`src/core/tbp_pkg.sv`:
```
/*
  shared constants for the two-channel 10-bit pulse-width modulator:
  register offsets, field positions, reset values and timing.
  assumes a single 100 MHz system clock and a plain register port.
*/
package tbp_pkg;
  localparam int TBP_ADDR_W = 12;
  localparam int TBP_CH_N = 2;
  localparam logic [11:0] TBP_DUTY_CH6 = 12'h38c;
  localparam logic [11:0] TBP_CTRL_CH6 = 12'h38e;
  localparam logic [11:0] TBP_DUTY_CH7 = 12'h390;
  localparam logic [11:0] TBP_CTRL_CH7 = 12'h392;
  localparam logic [11:0] TBP_PERIOD = 12'h3a0;
  localparam logic [11:0] TBP_TIMER = 12'h3a2;
  localparam logic [11:0] TBP_PINS = 12'h3a4;
  localparam int TBP_EN_BIT = 7;
  localparam int TBP_OUT_BIT = 5;
  localparam int TBP_POL_BIT = 4;
  localparam int TBP_ON_BIT = 7;
  localparam int TBP_FLAG_BIT = 6;
  localparam int TBP_PS_LSB = 0;
  localparam logic [7:0] TBP_CTRL_RST = 8'h00;
  localparam logic [7:0] TBP_PERIOD_RST = 8'hff;
  localparam logic [1:0] TBP_DIR_RST = 2'h3;
  localparam logic [15:0] TBP_DUTY_INIT = 16'h0000;
  localparam int TBP_SYS_DIV = 4;
endpackage : tbp_pkg

```
`src/core/tbp_chan.sv`:
```
/*
  one modulator channel: double-buffered duty, compare, polarity.
  assumes the shared time base and period-match strobe from the top.
*/
`timescale 1ns/1ns
module tbp_chan
  import tbp_pkg::*;
(
  // clock and reset
  input wire logic clk_in,
  input wire logic rst_in,
  // time base
  input wire logic tick_in,
  input wire logic wrap_in,
  input wire logic [9:0] base_in,
  // setup
  input wire logic enable_in,
  input wire logic invert_in,
  input wire logic [15:0] duty_in,
  input wire logic [7:0] period_in,
  // result
  output logic level_out,
  output logic pin_level_out
);
  logic [9:0] duty_buf;
  logic raw;
  logic [9:0] next_duty;

  assign next_duty = {duty_in[15:8], duty_in[7:6]};

  // buffered duty latched at each period wrap only
  always_ff @(posedge clk_in or posedge rst_in)
  begin
    if (rst_in)
      duty_buf <= 10'h000;
    else if (tick_in && wrap_in)
      duty_buf <= next_duty;
  end

  always_ff @(posedge clk_in or posedge rst_in)
  begin
    if (rst_in)
      raw <= 1'b0;
    else if (!enable_in)
      raw <= 1'b0;
    else if (tick_in)
    begin
      if (wrap_in)
        raw <= (next_duty != 10'h000);
      // compare one ahead so the level stays high for exactly duty ticks while duty is below four times the period value
      else if (base_in + 10'h001 == duty_buf && duty_buf < {period_in, 2'h0})
        raw <= 1'b0;
    end
  end

  assign level_out = raw ^ invert_in;
  assign pin_level_out = level_out;
endmodule : tbp_chan

```
`src/core/tbp_top.sv`:
```
/*
  two-channel timer-based 10-bit modulator with its 8-bit period timer
  and register port. assumes strobes one cycle long, never together;
  sleep_in is a synchronous level from the same clock domain.
*/
`timescale 1ns/1ns
// Overview of operation
// - reset clears control and timer registers, period goes to ff, pins become inputs
// - output reaches pin only when direction cleared
// - duty is high byte plus bits 7:6
// - duty kept across ordinary resets
// - control bit 7 enables modulator
// - control bit 5 reads output level
// - control bit 4 inverts output
// - set on wrap, clear on duty match
// - duty double-buffered, loaded on period match
// - time base is counter plus two bits
// - sleep freezes counter and output level
module tbp_top
  import tbp_pkg::*;
(
  // clock, reset and sleep
  input wire logic clk_in,
  input wire logic rst_in,
  input wire logic sleep_in,
  // register port
  input wire logic [11:0] addr_in,
  input wire logic [15:0] wdata_in,
  input wire logic wr_in,
  input wire logic rd_in,
  output logic [15:0] rdata_out,
  // port pins and internal routing
  input wire logic [1:0] latch_in,
  output logic [1:0] pin_out,
  output logic [1:0] pin_oe_n_out,
  output logic [1:0] mod_out
);
  logic [15:0] duty [TBP_CH_N];
  logic [7:0] ctrl [TBP_CH_N];
  logic [7:0] period_limit;
  logic [7:0] period_counter;
  logic [7:0] timer_cfg;
  logic timer_overflow_flag;
  logic [1:0] pin_direction_bit;
  logic [1:0] route;
  logic [1:0] sub;
  logic [5:0] pre_cnt;
  logic [5:0] pre_lim;
  logic tick;
  logic wrap;
  logic [1:0] level;
  logic [15:0] next_rdata;
  logic period_wr;
  logic timer_wr;
  logic pins_wr;
  logic run;

  // one decode per register slot keeps the write processes short
  assign period_wr = wr_in && addr_in == TBP_PERIOD;
  assign timer_wr = wr_in && addr_in == TBP_TIMER;
  assign pins_wr = wr_in && addr_in == TBP_PINS;
  assign run = timer_cfg[TBP_ON_BIT] && !sleep_in;

  // duty slots have no reset at all so they survive every reset; until
  // software loads them they read back unknown
  genvar gi;
  generate
    for (gi = 0; gi < TBP_CH_N; gi++)
    begin : g_ch
      logic [11:0] da;
      logic [11:0] ca;
      logic dw;
      logic cw;
      assign da = (gi == 0) ? TBP_DUTY_CH6 : TBP_DUTY_CH7;
      assign ca = (gi == 0) ? TBP_CTRL_CH6 : TBP_CTRL_CH7;
      assign dw = wr_in && addr_in == da;
      assign cw = wr_in && addr_in == ca;
      always_ff @(posedge clk_in)
      begin
        if (dw)
          duty[gi] <= wdata_in;
      end
      always_ff @(posedge clk_in or posedge rst_in)
      begin
        if (rst_in)
          ctrl[gi] <= TBP_CTRL_RST;
        else if (cw)
          ctrl[gi] <= {wdata_in[TBP_EN_BIT], 2'h0, wdata_in[TBP_POL_BIT], 4'h0};
      end
      // the raw level stays inside the channel; only the polarised level leaves
      tbp_chan u_chan (
        .clk_in(clk_in),
        .rst_in(rst_in),
        .tick_in(tick),
        .wrap_in(wrap),
        .base_in({period_counter, sub}),
        .enable_in(ctrl[gi][TBP_EN_BIT]),
        .invert_in(ctrl[gi][TBP_POL_BIT]),
        .duty_in(duty[gi]),
        .period_in(period_limit),
        .level_out(level[gi]),
        .pin_level_out()
      );
      assign mod_out[gi] = level[gi];
      assign pin_out[gi] = route[gi] ? level[gi] : latch_in[gi];
      assign pin_oe_n_out[gi] = pin_direction_bit[gi];
    end
  endgenerate

  always_ff @(posedge clk_in or posedge rst_in)
  begin
    if (rst_in)
      period_limit <= TBP_PERIOD_RST;
    else if (period_wr)
      period_limit <= wdata_in[7:0];
  end

  always_ff @(posedge clk_in or posedge rst_in)
  begin
    if (rst_in)
      timer_cfg <= TBP_CTRL_RST;
    else if (timer_wr)
      timer_cfg <= {wdata_in[TBP_ON_BIT], 5'h00, wdata_in[TBP_PS_LSB +: 2]};
  end

  // pins come up as inputs so nothing drives them before software routes them
  always_ff @(posedge clk_in or posedge rst_in)
  begin
    if (rst_in)
    begin
      pin_direction_bit <= TBP_DIR_RST;
      route <= 2'h0;
    end
    else if (pins_wr)
    begin
      pin_direction_bit <= wdata_in[1:0];
      route <= wdata_in[9:8];
    end
  end

  // prescale 1,4,16,64 of the system clock; sub bits advance once per prescaled tick
  always_comb
  begin
    case (timer_cfg[1:0])
      2'h0: pre_lim = 6'd0;
      2'h1: pre_lim = 6'd3;
      2'h2: pre_lim = 6'd15;
      default: pre_lim = 6'd63;
    endcase
  end

  assign tick = run && pre_cnt == pre_lim;
  // sub-count and counter both at their top: the next tick ends the period
  assign wrap = (sub == 2'h3) && (period_counter == period_limit);

  // a ratio lowered mid-count waits for the prescaler to roll over once
  always_ff @(posedge clk_in or posedge rst_in)
  begin
    if (rst_in)
      pre_cnt <= 6'd0;
    else if (run)
      pre_cnt <= tick ? 6'd0 : pre_cnt + 6'd1;
  end

  always_ff @(posedge clk_in or posedge rst_in)
  begin
    if (rst_in)
    begin
      sub <= 2'h0;
      period_counter <= 8'h00;
    end
    else if (tick)
    begin
      sub <= sub + 2'h1;
      if (sub == 2'h3)
        period_counter <= wrap ? 8'h00 : period_counter + 8'h01;
    end
  end

  // hardware set wins over a software clear in the same cycle
  always_ff @(posedge clk_in or posedge rst_in)
  begin
    if (rst_in)
      timer_overflow_flag <= 1'b0;
    else if (tick && wrap)
      timer_overflow_flag <= 1'b1;
    else if (timer_wr && !wdata_in[TBP_FLAG_BIT])
      timer_overflow_flag <= 1'b0;
  end

  // unmapped addresses read zero
  always_comb
  begin
    next_rdata = 16'h0000;
    case (addr_in)
      TBP_DUTY_CH6: next_rdata = {duty[0][15:6], 6'h00};
      TBP_DUTY_CH7: next_rdata = {duty[1][15:6], 6'h00};
      TBP_CTRL_CH6: next_rdata = {8'h00, ctrl[0][7], 1'b0, level[0], ctrl[0][4], 4'h0};
      TBP_CTRL_CH7: next_rdata = {8'h00, ctrl[1][7], 1'b0, level[1], ctrl[1][4], 4'h0};
      TBP_PERIOD: next_rdata = {8'h00, period_limit};
      TBP_TIMER: next_rdata = {period_counter, timer_cfg[7], timer_overflow_flag, 4'h0, timer_cfg[1:0]};
      TBP_PINS: next_rdata = {6'h00, route, 6'h00, pin_direction_bit};
      default: next_rdata = 16'h0000;
    endcase
  end

  // cycles without a read strobe return zero so no stale word lingers
  always_ff @(posedge clk_in or posedge rst_in)
  begin
    if (rst_in)
      rdata_out <= 16'h0000;
    else if (rd_in)
      rdata_out <= next_rdata;
    else
      rdata_out <= 16'h0000;
  end
endmodule : tbp_top

```
`config.mk`:
```
export PLATFORM = sky130hd
export DESIGN_NAME = tbp_top
export DESIGN_NICKNAME = d
export VERILOG_FILES = /design/src/core/tbp_pkg.sv /design/src/core/tbp_chan.sv /design/src/core/tbp_top.sv
export SDC_FILE = /design/constraint.sdc
export NUM_CORES = 1
export LEC_CHECK = 0
export CORE_MARGIN = 2
export CORE_UTILIZATION = 25
export CTS_CLUSTER_SIZE = 24
export DETAILED_ROUTE_END_ITERATION = 12
export DONT_BUFFER_PORTS = 1
export GPL_TIMING_DRIVEN = 1
export SYNTH_ARGS = -nofsm -noshare
export SYNTH_HDL_FRONTEND = slang
export SYNTH_SLANG_ARGS = --single-unit
```
`constraint.sdc`:
```
create_clock -name clk_in -period 3.8 [get_ports clk_in]
set_clock_uncertainty 0.2 [all_clocks]
set_input_delay 0.19 -clock clk_in [delete_from_list [all_inputs] [get_ports clk_in]]
set_output_delay 0.19 -clock clk_in [all_outputs]
set_load 0.1 [all_outputs]
```
=== Yosys cells after proc, flatten, opt, wreduce, memory -nomap -nowiden ===
Memories as Yosys holds them, arrays and structs flattened.
Index checks and enable logic that the tools add are counted.

* Bits of input ports: 35
* Register bits: 74
* Memory bits (writable): 32
* Output and inout bits: 22
* Memories: 1

{| class="wikitable"
|+ Memories
! memory !! depth !! width !! read ports !! clocked after Yosys merged registers in !! write ports !! line !! RTL
|-
| duty || 2 || 16 || 2 || 0 || 1 || tbp_top.sv:38 || <nowiki>logic [15:0] duty [TBP_CH_N];</nowiki>
|}

* Equal/unequal tests: 18
* $lt $le $gt $ge: 2
* Bitwise gates (word level): 2
* Reduce and logical (&&, ||, !) cells: 24
* Multiplexer cells: 24
* Add/subtract/negate cells: 4

{| class="wikitable"
|+ Operators by type and width
! cell !! number
|-
| 16-bit case mux with 7 select lines || 1
|-
| 12-bit by 10-bit equality test with 1-bit output, second input constant || 7
|-
| 16-bit two-way mux || 2
|-
| 10-bit equality test || 2
|-
| 10-bit < comparator || 2
|-
| 10-bit nonzero test || 2
|-
| 1-bit two-way mux || 18
|-
| 6-bit case mux with 3 select lines || 1
|-
| 16-bit OR reduction || 1
|-
| 1-bit logical AND || 14
|-
| 10-bit by 1-bit adder with 10-bit output, second input constant || 1
|-
| 8-bit by 1-bit adder with 8-bit output, second input constant || 1
|-
| 8-bit equality test || 1
|-
| 8-bit two-way mux || 1
|-
| 6-bit by 1-bit adder with 6-bit output, second input constant || 1
|-
| 6-bit equality test || 1
|-
| 6-bit two-way mux || 1
|-
| 3-bit by 1-bit != test with 1-bit output, second input constant || 2
|-
| 2-bit AND reduction || 3
|-
| 2-bit equality test, second input constant || 2
|-
| 2-bit by 1-bit != test with 1-bit output, second input constant || 2
|-
| 2-bit by 1-bit adder with 2-bit output, second input constant || 1
|-
| 2-bit by 1-bit equality test with 1-bit output, second input constant || 1
|-
| 1-bit zero test || 2
|-
| other kinds (3) || 4
|}

=== Longest topological paths before layout ===
Gate-level depths: netlist of the first run.

* Depth after elaboration: 7
* Depth in mapped cells: 8
* Depth with buffers taken out: 8

=== Cells and area by module ===
From an unflattened synthesis of the first run, not the netlist that was laid out.

* Cells, all modules: 486
* Area, all modules: 5795.6 sq um

{| class="wikitable"
|+ Modules (own cells, without submodules)
! module !! cells each !! times used !! area each (sq um) !! sequential area each (sq um)
|-
| tbp_top || 276 || 1 || 3678.5 || 2274.7
|-
| tbp_chan || 105 || 2 || 1058.5 || 275.3
|}

=== Worst setup path before layout of the first run ===
OpenSTA, ideal clock, no wires.

* Path type: register to register
* From: register sub[0]
* To: register g_ch[1].u_chan.raw
* Path buffers: 1
* Clock period less this slack: 2185 ps
* Arrival: 1847 ps
* Stages on the path, launching flop included: 9
* Setup slack: 1615 ps
* Path through: dfrtp_1 > ha_1 > buf_2 > nand2_1 > nor3_1 > xnor2_1 > nor4_1 > o2111a_1 > o22ai_1

* Cells in the longest elaborated chain, start to end: 5
* Elaborated cells on any way between the ends: 10
* Those cells by class: add/sub: 1; eq/ne: 3; mux: 3; reduce/logical: 3

{| class="wikitable"
|+ RTL lines
! item !! line !! RTL
|-
| start: declaration || tbp_top.sv:46 || <nowiki>logic [1:0] sub;</nowiki>
|-
| start signal: assignment || tbp_top.sv:174 || <nowiki>sub <= sub + 2'h1;</nowiki>
|-
| 10-bit by 1-bit adder with 10-bit output or 2-bit equality test (tied branches) || tbp_chan.sv:51, tbp_top.sv:154 ||
|-
| 10-bit equality test or 1-bit logical AND (tied branches) || tbp_chan.sv:51, tbp_top.sv:154 ||
|-
| 1-bit logical AND or 1-bit two-way mux (tied branches) || tbp_chan.sv:51, tbp_chan.sv:48 ||
|-
| 3-bit by 1-bit != test with 1-bit output (no source line) or 1-bit two-way mux (tied branches) || - ||
|-
| 2-bit AND reduction (no source line) or 1-bit two-way mux (tied branches) || - ||
|-
| end signal: assignment || tbp_chan.sv:49 || <nowiki>raw <= (next_duty != 10'h000);</nowiki>
|-
| end: declaration || tbp_chan.sv:26 || <nowiki>logic raw;</nowiki>
|}

Parallel ways exist; a longest one is shown, timed or not. The select of a mux whose other input is x is not followed.
A chain may end at the register's enable or synchronous reset.

=== Final worst setup path of the first run ===
* From: register period_counter[4]
* To: register g_ch[1].u_chan.duty_buf[3]

* Cells in the longest elaborated chain, start to end: 3

{| class="wikitable"
|+ RTL lines
! item !! line !! RTL
|-
| start: declaration || tbp_top.sv:41 || <nowiki>logic [7:0] period_counter;</nowiki>
|-
| start signal: assignment || tbp_top.sv:176 || <nowiki>period_counter <= wrap ? 8'h00 : period_counter + 8'h01;</nowiki>
|-
| 8-bit equality test || tbp_top.sv:154 || <nowiki>assign wrap = (sub == 2'h3) && (period_counter == period_limit);</nowiki>
|-
| 1-bit logical AND || tbp_top.sv:154 ||
|-
| 1-bit logical AND || tbp_chan.sv:36 || <nowiki>else if (tick_in && wrap_in)</nowiki>
|-
| end signal: assignment || tbp_chan.sv:37 || <nowiki>duty_buf <= next_duty;</nowiki>
|-
| end: declaration || tbp_chan.sv:25 || <nowiki>logic [9:0] duty_buf;</nowiki>
|}

Every way passes these cells.

==> impl_metrics.csv, run 1 <==
group,metric,value,unit
power_and_ir_drop,p_sw_share,21.7,%
power_and_ir_drop,p_int,1.58,mW
placement,hpwl,9.78,mm
setup_path,critPathRequiredTime,3.83,ns
power_and_ir_drop,power.density,351,mW/mm2
setup_path,start_kind,"flip-flop",
sta,setup_violations,0,
drt,drt_iter0_markers,315,
synthesis,synth_edf_count,20,
cells_and_area,final_common_cell,"dfrtp_1",
setup_path,crit_arrival,2.80,ns
drt,met3WireLength,604,um
sta,tns,0,ns
sta,final_hold_viol_count,0,
synthesis,synth_xor_area_share,7.28,%
sta,worst_slew_pin_slew,0.961,ns
synthesis,muxShareOfSynthArea,10.0,%
power_and_ir_drop,clockPowerShare,45.2,%
drt,dr.pass1.iters,7,
drt,top_layer,"met4",
floorplan,initial_core_util,25.4,%
placement,place_inst,682,
floorplan,io_pins,57,
drt,wl_met1,5.77,mm
placement,gp_congestion,0.954,
global_route,grt_usage,13.0,%
synthesis,synth_area_leader_cell,"dfrtp_1",
clock_network,h-tree-depth,3,
synthesis,ys_seq_area_share,50.0,%
cells_and_area,num_antenna_cells,0,
power_and_ir_drop,p_comb_share,3.4,%
global_route,grt_overflow,0,
flow_run,drv_cap,0,
clock_network,path_clk_slew,0.07,ns
synthesis,async_flop_share,78.7,%
sta,min_period_over_period,72.9,%
power_and_ir_drop,p_leak,2.33,nW
cells_and_area,fin_area,0.00575,mm2
global_route,grt_pass1_vias,3639,
floorplan,fp.dieW,144,um
sta,max_slew_margin,35.7,%
synthesis,synth_warnings,0,
global_route,grt_max_degree,42,
clock_network,ctsLongestPathBuffers,2,
cells_and_area,fin_util,29.7,%
synthesis,synthTopCellsByArea,"dfrtp_1 32%, edfxtp_1 12%, mux2_2 9.4%",
global_route,grt_pass1_wl,20.6,mm
clock_network,cts_tree,"done",
setup_path,end_kind,"flip-flop",
power_and_ir_drop,power,2.02,mW
cells_and_area,area_growth_syn_to_layout,16.7,%
power_and_ir_drop,p_seq_share,51.3,%
sta,slew_violations,0,
setup_path,path_max_fanout,25,
drt,wl_met2,6.43,mm
drt,vias_per_cell,5.00,
sta,fin_ws,1.03,ns
global_route,antenna_found_initial,0,
drt,drcViolationCount,0,
power_and_ir_drop,vdd.ir_drop.worst,0.000170,V
cells_and_area,instances_no_fill,718,
setup_path,crit_type,"reg2reg",
synthesis,netlist_instances,426,
placement,postPlaceCellArea,0.00525,mm2
run_status,status,"finished, final reports clean",
floorplan,core,0.0194,mm2
drt,drtAntennaViolNets,0,
clock_network,ctsHoldBuffers,20,
drt,wirelength,13.0,mm
sta,max_freq,0.361,GHz
floorplan,rows,51,
synthesis,synth_cell_types,57,
synthesis,syn-num-nets,478,
synthesis,syn_area_per_cell,11.6,um2
drt,vias,3587,
min_path,hold_class,"in2reg",
clock_network,ctsResizeCount,0,
cells_and_area,drive_gt1_share,19.2,%
synthesis,synth-simple-area-share,14.4,%
synthesis,ys_ff_latch,94,
synthesis,syn_area,0.00493,mm2
synthesis,synth_adder_area_share,4.52,%
clock_network,clkLatencyLatePin,0.35,ns
clock_network,postCtsSetupBuffers,0,
synthesis,synthFlopType,"dfrtp_1",
synthesis,synth_top_family_by_area,"simple AND/OR/NAND/NOR gates",
synthesis,synth_top_area_share,32.5,%
placement,place_ws,0.872,ns
synthesis,synth-compound-area-share,11.1,%
clock_network,cts-root-buf,"clkbuf_16",
floorplan,dieArea,0.0209,mm2
cells_and_area,layout.nets,500,
sta,fin_hold_ws,0.0490,ns
clock_network,numCtsBuffers,9,
sta,rsz0062_at_grt,"no",
power_and_ir_drop,power.switching,439,uW
placement,port_buffers,0,
cells_and_area,final_cell_mix,"64 x dfrtp_1, 41 x mux2_2, 30 x nand2_1, 28 x xnor2_1, 22 x nor2_1",
clock_network,cts.sinks,94,
sta,layout_min_cycle_time,2.77,ns
floorplan,die_h,144,um
drt,routedWlPerCell,18.1,um
-- power by group through the flow --
stage	clock network (mW)	registers (mW)	logic [mW]
after floorplan	0	1.06	0.0383
after CTS	0.939	1.04	0.0711
after global placement	0	1.06	0.0471
after detailed placement	0	1.06	0.0481
after global routing	0.976	1.04	0.0767
final	0.914	1.04	0.0692
-- flip-flops by register name (all words and copies together) (netlist names) --
name                  cells
duty                     20
g_ch.u_chan.duty_buf     20
rdata_out                16
period_counter            8
period_limit              8
pre_cnt                   6
ctrl                      4
timer_cfg                 3
g_ch.u_chan.raw           2
pin_oe_n_out              2
route                     2
sub                       2
timer_overflow_flag       1
-- final timing paths --
| path | start | endpoint | slack (ns) | cells after the start |
|---|---|---|---|---|
| worst max-delay path | period_counter[4]$_DFFE_PP0P_ | g_ch[1].u_chan.duty_buf[3]$_DFFE_PP0P_ | 1.03 | 5 |
| worst min-delay path | wr_in | timer_cfg[7]$_DFFE_PP0P_ | 0.05 | 2 |
| worst max register to register | period_counter[4]$_DFFE_PP0P_ | g_ch[1].u_chan.duty_buf[3]$_DFFE_PP0P_ | 1.03 | 5 |
| worst min register to register | timer_overflow_flag$_DFFE_PP0P_ | timer_overflow_flag$_DFFE_PP0P_ | 0.32 | 2 |
| max in group asynchronous | rst_in | g_ch[0].u_chan.duty_buf[7]$_DFFE_PP0P_ | 2.15 | 3 |
| min in group asynchronous | rst_in | pre_cnt[4]$_DFFE_PP0P_ | 0.22 | 2 |
-- critical path: stages (launching register included) --
cell and delay [ns]:
dfrtp_1 0.58, xnor2_1 0.33, nand4_1 0.16, nor3_2 0.42
nand2_2 0.49, mux2_1 0.46
-- final cells by class --
cell class / count / area [um2]
clock inverters: 3 / 25.0
multi-input cells: 303 / 2350
inverters: 13 / 48.8
repair buffers: 27 / 253
flip-flops and latches: 94 / 2460
well taps: 265 / 332
clock buffers: 13 / 282
fillers: 2036 / 13600
-- synthesized netlist by cell type (9+ instances only) --
cell / instances
a21oi_1: 11
a222oi_1: 11
dfrtp_1: 64
dfstp_2: 10
edfxtp_1: 20
ha_1: 17
inv_1: 13
mux2_2: 41
nand2_1: 30
nand2b_1: 11
nand3_1: 14
nor2_1: 22
nor3_1: 9
o21ai_0: 15
xnor2_1: 28
xor2_1: 13
-- cells by family after synthesis --
| family | count (synthesis) |
|---|---|
| AND/OR/NAND/NOR | 126 |
| flip-flops | 94 |
| AO/OA/AOI/OAI | 74 |
| multiplexers | 44 |
| XOR/XNOR | 41 |
| buffers and inverters | 29 |
| adder cells (fa/ha/maj) | 18 |
-- per-layer routing --
metal  track usage (%)  vias to the layer above
li1                  -                     1626
met1              16.9                     1847
met2              21.8                       95
met3              2.88                       19
met4              3.47                        0
met5                 0                        -
No activity file was read; power rests on OpenSTA's default activity.
==> inputs of run 2 (changes only) <==
==> constraint.sdc (replaced) <==
create_clock -name clk_in -period 2.4 [get_ports clk_in]
set_clock_uncertainty 0.2 [all_clocks]
set_input_delay 0.12 -clock clk_in [delete_from_list [all_inputs] [get_ports clk_in]]
set_output_delay 0.12 -clock clk_in [all_outputs]
set_load 0.1 [all_outputs]
==> impl_metrics.csv, run 2 (synthesized netlist as in run 1, its figures left out) <==
group,metric,value,unit
run_status,status,"finished, final reports clean",
clock_network,cts.sinks,94,
power_and_ir_drop,vdd.ir_drop.worst,0.000405,V
placement,hpwl,10.5,mm
cells_and_area,drive_gt1_share,25.1,%
drt,vias_per_cell,4.88,
drt,routedWlPerCell,17.8,um
setup_path,crit_arrival,2.32,ns
floorplan,dieArea,0.0209,mm2
clock_network,clkLatencyLatePin,0.36,ns
setup_path,crit_type,"reg2reg",
cells_and_area,num_antenna_cells,0,
min_path,min-delay-start,"addr_in[1]",
floorplan,fp.dieW,144,um
cells_and_area,layout.nets,530,
clock_network,cts-root-buf,"clkbuf_16",
drt,drt_iter0_markers,286,
placement,place_ws,-0.0715,ns
sta,max_freq,0.435,GHz
global_route,grt_max_degree,49,
placement,gp_congestion,0.871,
sta,slew_violations,0,
sta,rsz0062_at_grt,"no",
cells_and_area,final_common_cell,"dfrtp_1",
sta,min_period_over_period,95.8,%
global_route,antenna_found_initial,0,
setup_path,path_max_fanout,3,
cells_and_area,area_growth_syn_to_layout,23.0,%
flow_run,drv_cap,0,
sta,layout_min_cycle_time,2.30,ns
sta,setup_violations,0,
clock_network,ctsLongestPathBuffers,2,
sta,fin_ws,0.102,ns
setup_path,start_kind,"flip-flop",
floorplan,io_pins,57,
min_path,hold_class,"in2reg",
cells_and_area,final_cell_mix,"63 x dfrtp_1, 41 x mux2_2, 30 x nand2_1, 29 x buf_4, 28 x xnor2_1",
setup_path,end_kind,"flip-flop",
drt,dr.pass1.iters,5,
setup_path,critPathRequiredTime,2.42,ns
placement,port_buffers,0,
global_route,grt_overflow,0,
floorplan,rows,51,
power_and_ir_drop,power,3.20,mW
sta,final_hold_viol_count,0,
floorplan,die_h,144,um
setup_path,cp-startpoint,"period_limit[2]$_DFFE_PP1P_",
sta,worst_slew_pin_slew,0.908,ns
clock_network,cts_tree,"done",
global_route,grt_usage,13.4,%
drt,vias,3647,
setup_path,timing.rr.start,"period_limit[2]$_DFFE_PP1P_",
drt,drtAntennaViolNets,0,
clock_network,h-tree-depth,3,
drt,drcViolationCount,0,
sta,max_slew_margin,39.5,%
floorplan,initial_core_util,25.4,%
clock_network,numCtsBuffers,9,
clock_network,path_clk_slew,0.06,ns
cells_and_area,fin_util,31.3,%
power_and_ir_drop,p_leak,2.50,nW
global_route,grt_pass1_wl,21.0,mm
power_and_ir_drop,power.density,527,mW/mm2
cells_and_area,top_regs,"duty: 20 flops, g_ch.u_chan.duty_buf: 20 flops, rdata_out: 16 flops",
floorplan,core,0.0194,mm2
global_route,grt_pass1_vias,3661,
drt,wirelength,13.3,mm
==> run 2: report_power, final <==
part	total (mW)	leakage (nW)	switching (mW)	internal, mW
clock network	1.43	0.148	0.605	0.828
logic	0.122	1.17	0.0732	0.0484
registers	1.64	1.18	0.00578	1.64
total	3.20	2.50	0.684	2.51
==> run 2: stage by stage <==
| stage | cells | hold slack (ns) | setup TNS [ns] | area [um2] |
|---|---|---|---|---|
| 6_report | 748 | 0.00902 | 0 | 6060 |
| 5_1_grt | 748 | 0.0177 | 0 | 6060 |
| 4_1_cts | 743 | 0.00338 | 0 | 5990 |
| 3_5_place_dp | 702 | -0.0769 | -0.0810 | 5420 |
| 3_3_place_gp | 702 | -0.0983 | -0.0392 | 5420 |
| 2_1_floorplan | 426 | 0.0189 | 0 | 4930 |
==> run 2: layout make-up <==
class | instances | area (um2)
Clock inverter | 3 | 25.0
Sequential cell | 94 | 2470
Inverter | 13 | 48.8
Tap cell | 265 | 332
Multi-Input combinational cell | 303 | 2390
Timing Repair Buffer | 57 | 519
Fill cell | 2010 | 13300
Clock buffer | 13 | 282
==> run 2: what timing repair did <==
item | in CTS | in global routing
gates resized for setup | 2 | 9
hold buffers | 25 | 0
endpoints found under the hold margin | 79 | 0
setup buffers | 0 | 5
pin swaps | 1 | 8
setup endpoints to repair | 3 | 3
==> run 2: worst paths after layout <==
path | end | slack (ns) | cells past startpoint
worst min-delay path | timer_overflow_flag$_DFFE_PP0P_ | 0.009 | 4
worst min register to register | pre_cnt[5]$_DFFE_PP0P_ | 0.31 | 1
worst max-delay path | g_ch[1].u_chan.raw$_DFFE_PP0P_ | 0.10 | 8
max in group asynchronous | period_limit[6]$_DFFE_PP1P_ | 1.13 | 3
min in group asynchronous | pre_cnt[1]$_DFFE_PP0P_ | 0.11 | 2
worst max register to register | g_ch[1].u_chan.raw$_DFFE_PP0P_ | 0.10 | 8
==> run 2: per-layer routing <==
metal	vias to the layer above	wire (um)	GRT usage, %
li1	1672	-	-
met1	1861	6090	18.1
met2	98	6480	21.8
met3	16	572	2.52
met4	0	203	4.45
met5	-	0	0
==> run 2: critical path, stage by stage, from the launching register on <==
cell and delay (ns):
dfstp_2 0.55, inv_1 0.07, ha_1 0.30, a21oi_1 0.14, o21ai_1 0.08, nor3b_1 0.15
nor4b_2 0.35, o2111a_1 0.24, o22ai_1 0.08
==> inputs of run 3 (changes only) <==
--- a/config.mk
+++ b/config.mk
@@ -6,7 +6,7 @@
 export NUM_CORES = 1
 export LEC_CHECK = 0
 export CORE_MARGIN = 2
-export CORE_UTILIZATION = 25
+export CORE_UTILIZATION = 30
 export CTS_CLUSTER_SIZE = 24
 export DETAILED_ROUTE_END_ITERATION = 12
 export DONT_BUFFER_PORTS = 1
==> impl_metrics.csv, run 3 (synthesized netlist as in run 1, its figures left out) <==
group,metric,value,unit
cells_and_area,final_cell_mix,"63 x dfrtp_1, 41 x mux2_2, 30 x nand2_1, 28 x xnor2_1, 26 x buf_4",
global_route,antenna_found_initial,0,
sta,max_freq,0.440,GHz
drt,vias_per_cell,5.26,
setup_path,end_kind,"flip-flop",
cells_and_area,layout.nets,526,
global_route,grt_max_degree,75,
setup_path,crit_type,"reg2reg",
clock_network,numCtsBuffers,9,
cells_and_area,fin_area,0.00601,mm2
cells_and_area,top_regs,"duty: 20 flops, g_ch.u_chan.duty_buf: 20 flops, rdata_out: 16 flops",
run_status,status,"finished, final reports clean",
sta,min_period_over_period,94.7,%
sta,rsz0062_at_grt,"no",
setup_path,critPathRequiredTime,2.41,ns
setup_path,path_max_fanout,4,
clock_network,cts_tree,"done",
global_route,grt_usage,15.3,%
drt,routedWlPerCell,19.1,um
cells_and_area,num_antenna_cells,0,
global_route,grt_pass1_vias,3686,
setup_path,start_kind,"flip-flop",
floorplan,core,0.0160,mm2
flow_run,drv_cap,0,
sta,final_hold_viol_count,0,
drt,drtAntennaViolNets,0,
sta,fin_ws,0.127,ns
drt,drt_iter0_markers,305,
floorplan,io_pins,57,
placement,postPlaceCellArea,0.00535,mm2
clock_network,cts-root-buf,"clkbuf_16",
floorplan,rows,46,
drt,dr.pass1.iters,5,
cells_and_area,area_growth_syn_to_layout,21.9,%
sta,tns,0,ns
setup_path,slowest_stage,"dfstp_2",
floorplan,die_h,132,um
drt,wirelength,13.3,mm
min_path,hold_class,"in2reg",
power_and_ir_drop,clockPowerShare,46.7,%
sta,max_slew_margin,39.5,%
sta,fin_hold_ws,0.0117,ns
global_route,grt_pass1_wl,20.8,mm
setup_path,path_cells,"inv_1, ha_1, a21oi_1, o21ai_0, nor3b_1, nor4b_2, o2111a_1, o22ai_1",
power_and_ir_drop,p_comb_share,3.7,%
drt,vias,3654,
sta,slew_violations,0,
power_and_ir_drop,power,3.31,mW
power_and_ir_drop,power.switching,717,uW
cells_and_area,final_common_cell,"dfrtp_1",
drt,drcViolationCount,0,
placement,place_ws,0.0350,ns
power_and_ir_drop,p_leak,2.49,nW
sta,layout_min_cycle_time,2.27,ns
floorplan,fp.dieW,132,um
placement,port_buffers,0,
sta,worst_slew_pin_slew,0.908,ns
clock_network,h-tree-depth,3,
floorplan,dieArea,0.0175,mm2
clock_network,cts.sinks,94,
power_and_ir_drop,p_sw_share,21.7,%
power_and_ir_drop,p_int,2.59,mW
placement,gp_congestion,0.894,
global_route,grt_overflow,0,
power_and_ir_drop,p_seq_share,49.6,%
setup_path,crit_arrival,2.29,ns
clock_network,path_clk_slew,0.07,ns
power_and_ir_drop,vdd.ir_drop.worst,0.000333,V
setup_path,critPathMaxStageDelay,0.56,ns
sta,setup_violations,0,
power_and_ir_drop,power.density,550,mW/mm2
floorplan,initial_core_util,30.8,%
cells_and_area,drive_gt1_share,25.3,%
clock_network,clkLatencyLatePin,0.35,ns
clock_network,ctsLongestPathBuffers,2,
placement,hpwl,10.1,mm
[run 3: path summary, 6_finish.rpt]
check / startpoint / endpoint / slack, ns / cells past startpoint
worst min register to register: pre_cnt[5]$_DFFE_PP0P_ / pre_cnt[5]$_DFFE_PP0P_ / 0.30 / 1
worst max-delay path: period_limit[2]$_DFFE_PP1P_ / g_ch[1].u_chan.raw$_DFFE_PP0P_ / 0.13 / 8
worst min-delay path: addr_in[1] / rdata_out[7]$_DFF_PP0_ / 0.01 / 4
worst max register to register: period_limit[2]$_DFFE_PP1P_ / g_ch[1].u_chan.raw$_DFFE_PP0P_ / 0.13 / 8
min in group asynchronous: rst_in / pre_cnt[5]$_DFFE_PP0P_ / 0.10 / 3
max in group asynchronous: rst_in / period_limit[4]$_DFFE_PP1P_ / 1.53 / 3
[run 3: power groups by stage]
stage                     clock network (mW)  logic (mW)  registers [mW]
after floorplan                            0      0.0607            1.67
after global placement                     0      0.0822            1.67
after detailed placement                   0      0.0839            1.67
after CTS                               1.57       0.124            1.64
after global routing                    1.64       0.135            1.64
final                                   1.54       0.123            1.64
[run 3: worst max-delay path: cells and delay by family (launching register included)]
kind	cells	cell delay [ns]
buf+inv	1	0.07
simple gates	2	0.44
compound gates	4	0.56
fa+ha+maj	1	0.30
flops	1	0.56
[run 3: what timing repair did]
| item | CTS | global route |
|---|---|---|
| resized for setup | 0 | 13 |
| endpoints found under the hold margin | 123 | 0 |
| hold buffers | 24 | 0 |
| setup buffers | 0 | 3 |
| setup endpoints to repair | 0 | 9 |
[run 3: through the flow]
step / cells / util [%]
2_1_floorplan: 426 / -
3_3_place_gp: 652 / 33.5
3_5_place_dp: 652 / 33.5
4_1_cts: 692 / 37.0
5_1_grt: 695 / 37.6
6_report: 695 / 37.6
[run 3: final cells by class]
class                      count  area (um2)
inverter                      13        48.8
timing repair buffer          53         487
fill                        1641        9990
tap                          216         270
sequential                    94        2470
multi-input combinational    303        2410
clock inverter                 5        60.1
clock buffer                  11         264
[run 3: routing by layer]
metal / vias to the layer above / share of wire, % / track usage [%]
met2: 103 / 48 / 24.7
met4: 0 / 1.7 / 4.54
met5: - / 0 / 0
met3: 14 / 4.3 / 3.04
met1: 1854 / 46 / 21.0
li1: 1683 / - / -
